$ cat config.mk
export PLATFORM = sky130hd
export DESIGN_NAME = clk_pg_cfg
export DESIGN_NICKNAME = d
export VERILOG_FILES = /design/src/rtl/clk_pg_cfg_pkg.sv /design/src/rtl/clk_pg_cfg.sv
export SDC_FILE = /design/constraint.sdc
export NUM_CORES = 1
export LEC_CHECK = 0
export BUFFER_PORTS_ARGS = -buffer_cell sky130_fd_sc_hd__buf_2
export CORE_UTILIZATION = 44
export CTS_CLUSTER_DIAMETER = 50
export CTS_CLUSTER_SIZE = 12
export DETAILED_ROUTE_END_ITERATION = 16
export PLACE_DENSITY = 0.8
export SLEW_MARGIN = 20
export SYNTH_ARGS = -nofsm -noshare
export SYNTH_HDL_FRONTEND = slang
export SYNTH_SLANG_ARGS = --single-unit
$ cat constraint.sdc
create_clock -name clk_sys -period 1.9 [get_ports clk_sys]
set_input_delay 0.285 -clock clk_sys [delete_from_list [all_inputs] [get_ports clk_sys]]
set_output_delay 0.285 -clock clk_sys [all_outputs]
set_load 0.005 [all_outputs]
$ cat src/rtl/clk_pg_cfg_pkg.sv
// Purpose: shared constants and types for the clock and supply monitor config block
// Assumes: byte-wide registers on a 32-bit APB data path, index times four gives the address
// Notes: otp defaults arrive as a struct on the top-level port
package clk_pg_cfg_pkg;

  // register indices as printed, byte address is four times the index
  localparam logic [7:0] CLK_CTRL_IDX  = 8'h12;
  localparam logic [7:0] MON_EN_IDX    = 8'h13;
  localparam logic [7:0] MON_LVL_IDX   = 8'h14;
  localparam logic [7:0] IRQ_STAT_IDX  = 8'h18;
  localparam logic [7:0] IRQ_MASK_IDX  = 8'h19;
  localparam logic [7:0] CLK_STAT_IDX  = 8'h1A;

  localparam int unsigned ADDR_W       = 8;
  localparam int unsigned IDX_LSB      = 2;

  // clock control fields
  localparam int unsigned PLL_EN_BIT   = 6;
  localparam int unsigned FRAC_BIT     = 5;
  localparam int unsigned FREQ_MSB     = 4;
  localparam int unsigned FREQ_LSB     = 0;
  localparam logic [4:0]  FREQ_MAX     = 5'h17;
  localparam logic [7:0]  CLK_CTRL_RST = 8'h02;
  localparam logic [7:0]  MON_EN_RST   = 8'h00;
  localparam logic [7:0]  MON_LVL_RST  = 8'h00;

  // monitor enable fields
  localparam int unsigned METHOD_BIT   = 6;
  localparam int unsigned RAIL_MSB     = 5;
  localparam int unsigned RAILS        = 6;

  // level fields
  localparam int unsigned TOL_MSB      = 4;
  localparam int unsigned TOL_LSB      = 3;
  localparam int unsigned LVL_MSB      = 2;
  localparam int unsigned LVL_LSB      = 0;
  localparam logic [2:0]  LVL_EXT_DIV  = 3'h0;

  // interrupt status bits
  localparam int unsigned EV_APPEAR    = 0;
  localparam int unsigned EV_LOST      = 1;
  localparam int unsigned EV_CFG       = 2;
  localparam int unsigned EV_W         = 3;

  // tolerance in tenths of a percent, level in millivolts
  localparam logic [5:0] TOL_TENTHS [4] = '{6'h14, 6'h1E, 6'h28, 6'h3C};
  localparam logic [10:0] LVL_MV [8] =
    '{11'h28A, 11'h320, 11'h3E8, 11'h44C, 11'h4B0, 11'h514, 11'h708, 11'h000};

  typedef enum logic [1:0] {
    SRC_RC   = 2'b00,
    SRC_WAIT = 2'b01,
    SRC_EXT  = 2'b10
  } clk_src_t;

  typedef struct packed {
    logic [7:0] clk_ctrl;
    logic [7:0] mon_en;
    logic [7:0] mon_lvl;
  } otp_dflt_t;

  typedef struct packed {
    logic        pll_on;
    logic        use_ext;
    logic [4:0]  freq_code;
    logic [4:0]  freq_mhz;
  } clk_cfg_t;

  typedef struct packed {
    logic              ov_and_uv;
    logic [RAILS-1:0]  rail_diag_on;
    logic [5:0]        tol_tenths;
    logic [10:0]       level_mv;
    logic              high_z_input;
  } mon_cfg_t;

endpackage

$ cat src/rtl/clk_pg_cfg.sv
// Purpose: configuration registers for clock source selection and power-good monitoring
// Assumes: APB slave, one clock, synchronous active-low reset, otp defaults stable at reset
// Notes: interrupt status bits clear on writing a one, set wins over clear
`timescale 1ns/1ns
module clk_pg_cfg
  import clk_pg_cfg_pkg::*;
#(
  parameter int unsigned SETTLE_CYC = 4
) (
  input  wire logic              clk_sys,
  input  wire logic              rst_n,
  input  wire logic              clk_en,
  input  wire logic              psel,
  input  wire logic              penable,
  input  wire logic              pwrite,
  input  wire logic [31:0]       paddr,
  input  wire logic [31:0]       pwdata,
  input  wire logic [3:0]        pstrb,
  output logic      [31:0]       prdata,
  output logic                   pready,
  output logic                   pslverr,
  input  wire otp_dflt_t         otp_dflt,
  input  wire logic              dev_operating,
  input  wire logic              sync_clock_present,
  output clk_cfg_t               clk_cfg,
  output mon_cfg_t               mon_cfg,
  output logic                   freq_code_bad,
  output logic                   irq
);

  ////////////////////////////////////////////////////////////////////////////
  // bus decode

  logic [7:0]        clk_ctrl_q;
  logic [7:0]        mon_en_q;
  logic [7:0]        mon_lvl_q;
  logic [EV_W-1:0]   stat_q;
  logic [EV_W-1:0]   mask_q;
  clk_src_t          src_q;
  logic [2:0]        settle_q;
  logic              pres_q;
  logic              freq_bad_q;
  logic [31:0]       rdata_q;

  wire logic [ADDR_W-1:0] idx      = paddr[ADDR_W-1+IDX_LSB:IDX_LSB];
  wire logic              aligned  = (paddr[IDX_LSB-1:0] == 2'b00);
  wire logic              setup    = psel && !penable;
  wire logic              access   = psel && penable;
  wire logic              wr_lane  = pstrb[0];
  wire logic              hit_clk  = aligned && (idx == CLK_CTRL_IDX);
  wire logic              hit_en   = aligned && (idx == MON_EN_IDX);
  wire logic              hit_lvl  = aligned && (idx == MON_LVL_IDX);
  wire logic              hit_stat = aligned && (idx == IRQ_STAT_IDX);
  wire logic              hit_mask = aligned && (idx == IRQ_MASK_IDX);
  wire logic              hit_cst  = aligned && (idx == CLK_STAT_IDX);
  wire logic              mapped   = hit_clk | hit_en | hit_lvl | hit_stat | hit_mask | hit_cst;
  wire logic              wr_go    = clk_en && access && pwrite && wr_lane && mapped;
  wire logic              wr_clk   = wr_go && hit_clk;
  wire logic              wr_en    = wr_go && hit_en;
  wire logic              wr_lvl   = wr_go && hit_lvl;
  wire logic              wr_stat  = wr_go && hit_stat;
  wire logic              wr_mask  = wr_go && hit_mask;

  // no wait states: setup, then access answered at once
  assign pready  = access;
  assign pslverr = access && !mapped;

  wire logic [7:0] clk_stat_rd = {5'h00, freq_bad_q, src_q};
  wire logic [7:0] rd_byte =
    hit_clk  ? clk_ctrl_q :
    hit_en   ? mon_en_q :
    hit_lvl  ? mon_lvl_q :
    hit_stat ? {{(8-EV_W){1'b0}}, stat_q} :
    hit_mask ? {{(8-EV_W){1'b0}}, mask_q} :
    hit_cst  ? clk_stat_rd : 8'h00;

  always_ff @(posedge clk_sys) begin
    if (!rst_n) begin
      rdata_q <= 32'h0000_0000;
    end else if (clk_en && setup && !pwrite) begin
      rdata_q <= {24'h00_0000, rd_byte};
    end
  end
  assign prdata = rdata_q;

  ////////////////////////////////////////////////////////////////////////////
  // configuration registers

  wire logic [7:0] wbyte = pwdata[7:0];

  always_ff @(posedge clk_sys) begin
    if (!rst_n) begin
      clk_ctrl_q <= CLK_CTRL_RST;
      mon_en_q   <= MON_EN_RST;
      mon_lvl_q  <= MON_LVL_RST;
    end else if (clk_en) begin
      if (wr_clk) clk_ctrl_q <= wbyte;
      if (wr_en)  mon_en_q   <= wbyte;
      if (wr_lvl) mon_lvl_q  <= wbyte;
    end
  end

  ////////////////////////////////////////////////////////////////////////////
  // clock source control

  wire logic       pll_sel   = clk_ctrl_q[PLL_EN_BIT];
  wire logic [4:0] freq_code = clk_ctrl_q[FREQ_MSB:FREQ_LSB];
  wire logic       code_bad  = (freq_code > FREQ_MAX);
  wire logic       freq_wr_on = wr_clk && pll_sel && (wbyte[FREQ_MSB:FREQ_LSB] != freq_code);

  clk_src_t src_d;
  always_comb begin
    src_d = src_q;
    case (src_q)
      SRC_RC:   if (pll_sel && sync_clock_present) src_d = SRC_WAIT;
      SRC_WAIT: if (!pll_sel || !sync_clock_present) src_d = SRC_RC;
                else if (settle_q == 3'(SETTLE_CYC - 1)) src_d = SRC_EXT;
      SRC_EXT:  if (!pll_sel || !sync_clock_present) src_d = SRC_RC;
      default:  src_d = SRC_RC;
    endcase
  end

  always_ff @(posedge clk_sys) begin
    if (!rst_n) begin
      src_q      <= SRC_RC;
      settle_q   <= 3'h0;
      pres_q     <= 1'b0;
      freq_bad_q <= 1'b0;
    end else if (clk_en) begin
      src_q      <= src_d;
      settle_q   <= (src_q == SRC_WAIT) ? settle_q + 3'h1 : 3'h0;
      pres_q     <= sync_clock_present;
      freq_bad_q <= code_bad | (freq_wr_on | (freq_bad_q & ~wr_clk));
    end
  end

  assign clk_cfg.pll_on    = pll_sel;
  assign clk_cfg.use_ext   = (src_q == SRC_EXT);
  assign clk_cfg.freq_code = freq_code;
  assign clk_cfg.freq_mhz  = freq_code + 5'h01;
  assign freq_code_bad     = freq_bad_q;

  ////////////////////////////////////////////////////////////////////////////
  // monitor configuration

  wire logic [1:0] tol = mon_lvl_q[TOL_MSB:TOL_LSB];
  wire logic [2:0] lvl = mon_lvl_q[LVL_MSB:LVL_LSB];

  assign mon_cfg.ov_and_uv    = mon_en_q[METHOD_BIT];
  assign mon_cfg.tol_tenths   = TOL_TENTHS[tol];
  assign mon_cfg.level_mv     = LVL_MV[lvl];
  assign mon_cfg.high_z_input = (lvl == LVL_EXT_DIV);

  genvar g;
  generate
    for (g = 0; g < RAILS; g++) begin : g_rail
      assign mon_cfg.rail_diag_on[g] = mon_en_q[g];
    end
  endgenerate

  ////////////////////////////////////////////////////////////////////////////
  // interrupts

  wire logic cfg_change = wr_en && dev_operating &&
                          (wbyte[METHOD_BIT:0] != mon_en_q[METHOD_BIT:0]);
  wire logic [EV_W-1:0] ev;
  assign ev[EV_APPEAR] = clk_en && pll_sel && sync_clock_present && !pres_q;
  assign ev[EV_LOST]   = clk_en && pll_sel && !sync_clock_present && pres_q;
  assign ev[EV_CFG]    = cfg_change;

  wire logic [EV_W-1:0] clr = wr_stat ? wbyte[EV_W-1:0] : '0;

  always_ff @(posedge clk_sys) begin
    if (!rst_n) begin
      stat_q <= '0;
      mask_q <= '0;
    end else if (clk_en) begin
      stat_q <= (stat_q & ~clr) | ev;
      if (wr_mask) mask_q <= wbyte[EV_W-1:0];
    end
  end
  assign irq = |(stat_q & mask_q);

  ////////////////////////////////////////////////////////////////////////////
  // checks

  clk_rst_a: assert property (@(posedge clk_sys)
    $rose(rst_n) |-> clk_ctrl_q == CLK_CTRL_RST)
    else $error("clock control not at reset value");
  pll_off_a: assert property (@(posedge clk_sys) disable iff (!rst_n)
    !pll_sel |=> !clk_cfg.use_ext || !$past(clk_en))
    else $error("external clock used with loop off");
  ext_use_a: assert property (@(posedge clk_sys) disable iff (!rst_n)
    clk_en && src_q == SRC_WAIT && src_d == SRC_EXT |=> clk_cfg.use_ext)
    else $error("external clock not taken");
  appear_a: assert property (@(posedge clk_sys) disable iff (!rst_n)
    ev[EV_APPEAR] |=> stat_q[EV_APPEAR])
    else $error("appear event lost");
  lost_irq_a: assert property (@(posedge clk_sys) disable iff (!rst_n)
    ev[EV_LOST] && mask_q[EV_LOST] && !wr_mask |=> irq)
    else $error("lost event gave no interrupt");
  freq_map_a: assert property (@(posedge clk_sys) disable iff (!rst_n)
    clk_cfg.freq_mhz == clk_cfg.freq_code + 5'h01)
    else $error("frequency map wrong");
  code_bad_a: assert property (@(posedge clk_sys) disable iff (!rst_n)
    clk_en && code_bad |=> freq_code_bad)
    else $error("reserved code not flagged");
  method_a: assert property (@(posedge clk_sys) disable iff (!rst_n)
    wr_en |=> mon_cfg.ov_and_uv == $past(wbyte[METHOD_BIT]))
    else $error("method bit not applied");
  cfg_irq_a: assert property (@(posedge clk_sys) disable iff (!rst_n)
    cfg_change |=> stat_q[EV_CFG])
    else $error("config change interrupt missing");
  high_z_a: assert property (@(posedge clk_sys) disable iff (!rst_n)
    mon_cfg.high_z_input == (mon_cfg.level_mv == LVL_MV[0]))
    else $error("input impedance mismatch");
  readback_a: assert property (@(posedge clk_sys) disable iff (!rst_n)
    wr_lvl ##1 (clk_en && setup && !pwrite && hit_lvl) |=> prdata[7:0] == $past(wbyte, 2))
    else $error("level readback wrong");

  ext_cov: cover property (@(posedge clk_sys) disable iff (!rst_n) $rose(clk_cfg.use_ext));
  lost_cov: cover property (@(posedge clk_sys) disable iff (!rst_n) ev[EV_LOST]);
  cfg_cov: cover property (@(posedge clk_sys) disable iff (!rst_n) irq && stat_q[EV_CFG]);

endmodule // clk_pg_cfg

==> out/metrics.cfg <==
[run_status]
run_status=complete, but fails checks
violated_checks=DRC

[logic_synthesis]
synth.distinct_cells=58
number_of_instances_in_the_synthesized_netlist=362
postSynthAreaPerCell_um2=8.24
ys_ff_latch=45
synth_area_mm2=0.00298
synth.yosys.seq_area_share_pct=30.2
synth_top_flop_cell=sky130_fd_sc_hd__dfxtp_1
count_of_flip_flops_with_a_built_in_enable_after_synthesis=0
synth-async-reset-ratio_pct=0
ys_warn_count=0

[timing]
setup_total_negative_slack_ns=0
setup_repair_after_global_routing_missed_its_margin=false
fin_crit_sh_pct=93.6
worst_slew_pin_slew_ns=0.540
hold_violations=0
slew_violations=0
final.min_clock_period_ns=1.78
skew_ns=0.0132
fmax_mhz=562
finalSetupViolCount=0
timing.slew.headroom_pct=63.9

[die]
rows=29
design.die.area_mm2=0.00711
start_util_pct=46.2
ios=173
core-area_mm2=0.00646
fp.dieW_um=84.3
die_height_um=84.3

[worst_setup_path]
setup.reg_to_reg.worst_slack_ns=0.39
r2r-start=clk_ctrl_q[0]
worst-endpoint-arrival_ns=1.49
reg2reg_to=freq_code_bad
critPathRequiredTime_ns=1.62
timing.critical_path.from_type=flip-flop
cp_max_fo=7
crit_path_top_delay_cell=sky130_fd_sc_hd__dfxtp_2
reg2regPathDepth=5
critical_path_buf_inv_count=2
critical_path_class=flip-flop to primary output
critical-path-max-stage-delay_ns=0.41
worst-path-stages=4
crit_chain=inv_1, ha_1, mux2_2, buf_2
worst_setup_path_end_kind=primary output
crit_family=flip-flops

[clocking]
root_buffer=sky130_fd_sc_hd__clkbuf_8
setup_bufs_post_cts=0
cts.sinks=45
htree_levels=2
numCtsBuffers=5
cts_repair_resize_count=0
cts-hold-fix-buffers=0
cts_max_path_buffers=2
later_pin_clock_latency_in_the_skew_report_ns=0.31
worst_setup_hold_path_clk_slew_ns=0.09
tritoncts=done

[grt]
first_pass_grt_wire_length_um=12200
grt_start_max_net_pins=34
globalRouteOverflowTotal=0
first_global_vias=2476
gr-usage-all-layers_pct=21.6
antenna_found_initial=0

[route]
detail_route.drc_violations=13
wl_per_cell_um=15.6
detailedRoute.firstIterationViolations=159
routed_via_density=5.67
dr.pass1.iters=11
detailroute.via_count=2771
post_route_ant_nets=0
detail_route.wirelength_um=7630

[layout]
commonest_non_fill_non_tap_cell_in_the_layout=sky130_fd_sc_hd__buf_2
layout.filler_cells=629
area_growth_pct=10.2
drive_above_1_share_pct=25.7
design.final.nets=521
num_antenna_cells=0
mostFrequentLayoutCells=73 x sky130_fd_sc_hd__buf_2, 43 x sky130_fd_sc_hd__dfxtp_1, 32 x sky130_fd_sc_hd__o21ai_0
stdcell_area_mm2=0.00329

[power_and_ir_drop]
power_report.internal_total_mw=1.26
max-vdd-ir-drop_uv=392
totalPowerFinal_mw=1.73
p_clk_share_pct=34.5
power_per_cell_area_mw_per_mm2=525
static-leakage-power_nw=1.44
seqPwrFrac_pct=54.7
switching_power_mw=0.466
share_comb_of_total_power_pct=10.8
power.switching_fraction_pct=27.0

[placed_design]
total_placed_instance_area_mm2=0.00320
count_of_buffers_inserted_at_the_top_level_ports=73
finalWeightedCongestion=0.905
post-dp-hpwl_um=5670

[hold_path]
min-delay-start=rst_n
hold_class=input port to flip-flop
min_to=clk_ctrl_q[1]
hold-path-cell-count=2

[job]
cap_violations=0

cell type report:
cell class	count	area, um2	area share, %
Clock buffer	5	68.8	2.09
Clock inverter	2	16.3	0.495
Inverter	10	37.5	1.14
Multi-Input combinational cell	266	1710	51.9
Sequential cell	45	903	27.5
Tap cell	77	96.3	2.93
Timing Repair Buffer	84	460	14.0
power groups by stage:
stage / logic, mW / clock network (mW) / registers (mW)
finish: 0.187 / 0.595 / 0.944
global route: 0.205 / 0.645 / 0.945
CTS: 0.184 / 0.597 / 0.944
detailed placement: 0.183 / 0 / 0.967
global placement: 0.178 / 0 / 0.966
floorplan: 0.150 / 0 / 0.966
through the flow:
stage               utilization (%)  instances  setup WS, ns  hold slack (ns)
floorplan                         -        387         0.245            0.429
global placement               49.6        482         0.132            0.441
detailed placement             49.6        482         0.107            0.451
CTS                            50.9        489        0.0255            0.246
global route                   50.9        489        0.0617            0.252
finish                         50.9        489         0.122            0.249
sequential cells by signal, summed over array words and instances, names as in the netlist:
name and cells:
clk_ctrl_q 8, freq_code_bad 1, mask_q 3, mon_en_q 8
mon_lvl_q 8, prdata 8, pres_q 1, settle_q 3
src_q 2, stat_q 3
worst max path at each step:
stage                     slack [ns]          to         start
after floorplan                 0.24     pslverr      paddr[2]
after detailed placement        0.11   stat_q[0]      paddr[1]
after global routing            0.06  mon_cfg[6]  mon_lvl_q[1]
after CTS                       0.03  mon_cfg[6]  mon_lvl_q[1]
final                           0.12  mon_cfg[6]  mon_lvl_q[1]
after global placement          0.13   stat_q[0]      paddr[1]
layer usage:
metal	routed length, um	track usage (%)	up-vias
li1	-	-	1329
met1	3120	26.3	1296
met2	3790	37.3	124
met3	520	3.74	22
met4	204	10.2	0
met5	0	0	-
cells by family (layout without fill, tap and decap cells):
kind of cell             after synthesis  after routing  share of synthesized area, %
AO/OA/AOI/OAI                         92             92                          19.2
adder cells (fa/ha/maj)                9              9                          3.78
other                                  1             26                         0.126
XOR/XNOR                              15             15                          4.40
flip-flops                            45             45                          30.2
buffers and inverters                 76            101                          15.8
AND/OR/NAND/NOR                      113            113                          22.7
multiplexers                          11             11                          3.78
synth_stat cells (4+ instances only):
cell type	instances	area [um2]
sky130_fd_sc_hd__nand4_1	6	37.5
sky130_fd_sc_hd__o21ai_0	32	160
sky130_fd_sc_hd__ha_1	9	113
sky130_fd_sc_hd__clkbuf_1	14	52.6
sky130_fd_sc_hd__buf_2	7	35.0
sky130_fd_sc_hd__dfxtp_1	45	901
sky130_fd_sc_hd__nand2b_1	9	56.3
sky130_fd_sc_hd__nand2_1	13	48.8
sky130_fd_sc_hd__buf_4	42	315
sky130_fd_sc_hd__xnor2_1	9	78.8
sky130_fd_sc_hd__mux2i_1	9	90.1
sky130_fd_sc_hd__a22o_1	6	52.6
sky130_fd_sc_hd__nor2_1	20	75.1
sky130_fd_sc_hd__nand3_1	30	150
sky130_fd_sc_hd__inv_1	9	33.8
sky130_fd_sc_hd__nor4bb_1	4	40.0
sky130_fd_sc_hd__a21oi_1	27	135
sky130_fd_sc_hd__nor2b_1	7	43.8
sky130_fd_sc_hd__xor2_1	6	52.6
Note: power is estimated with default switching activity, not from simulation.
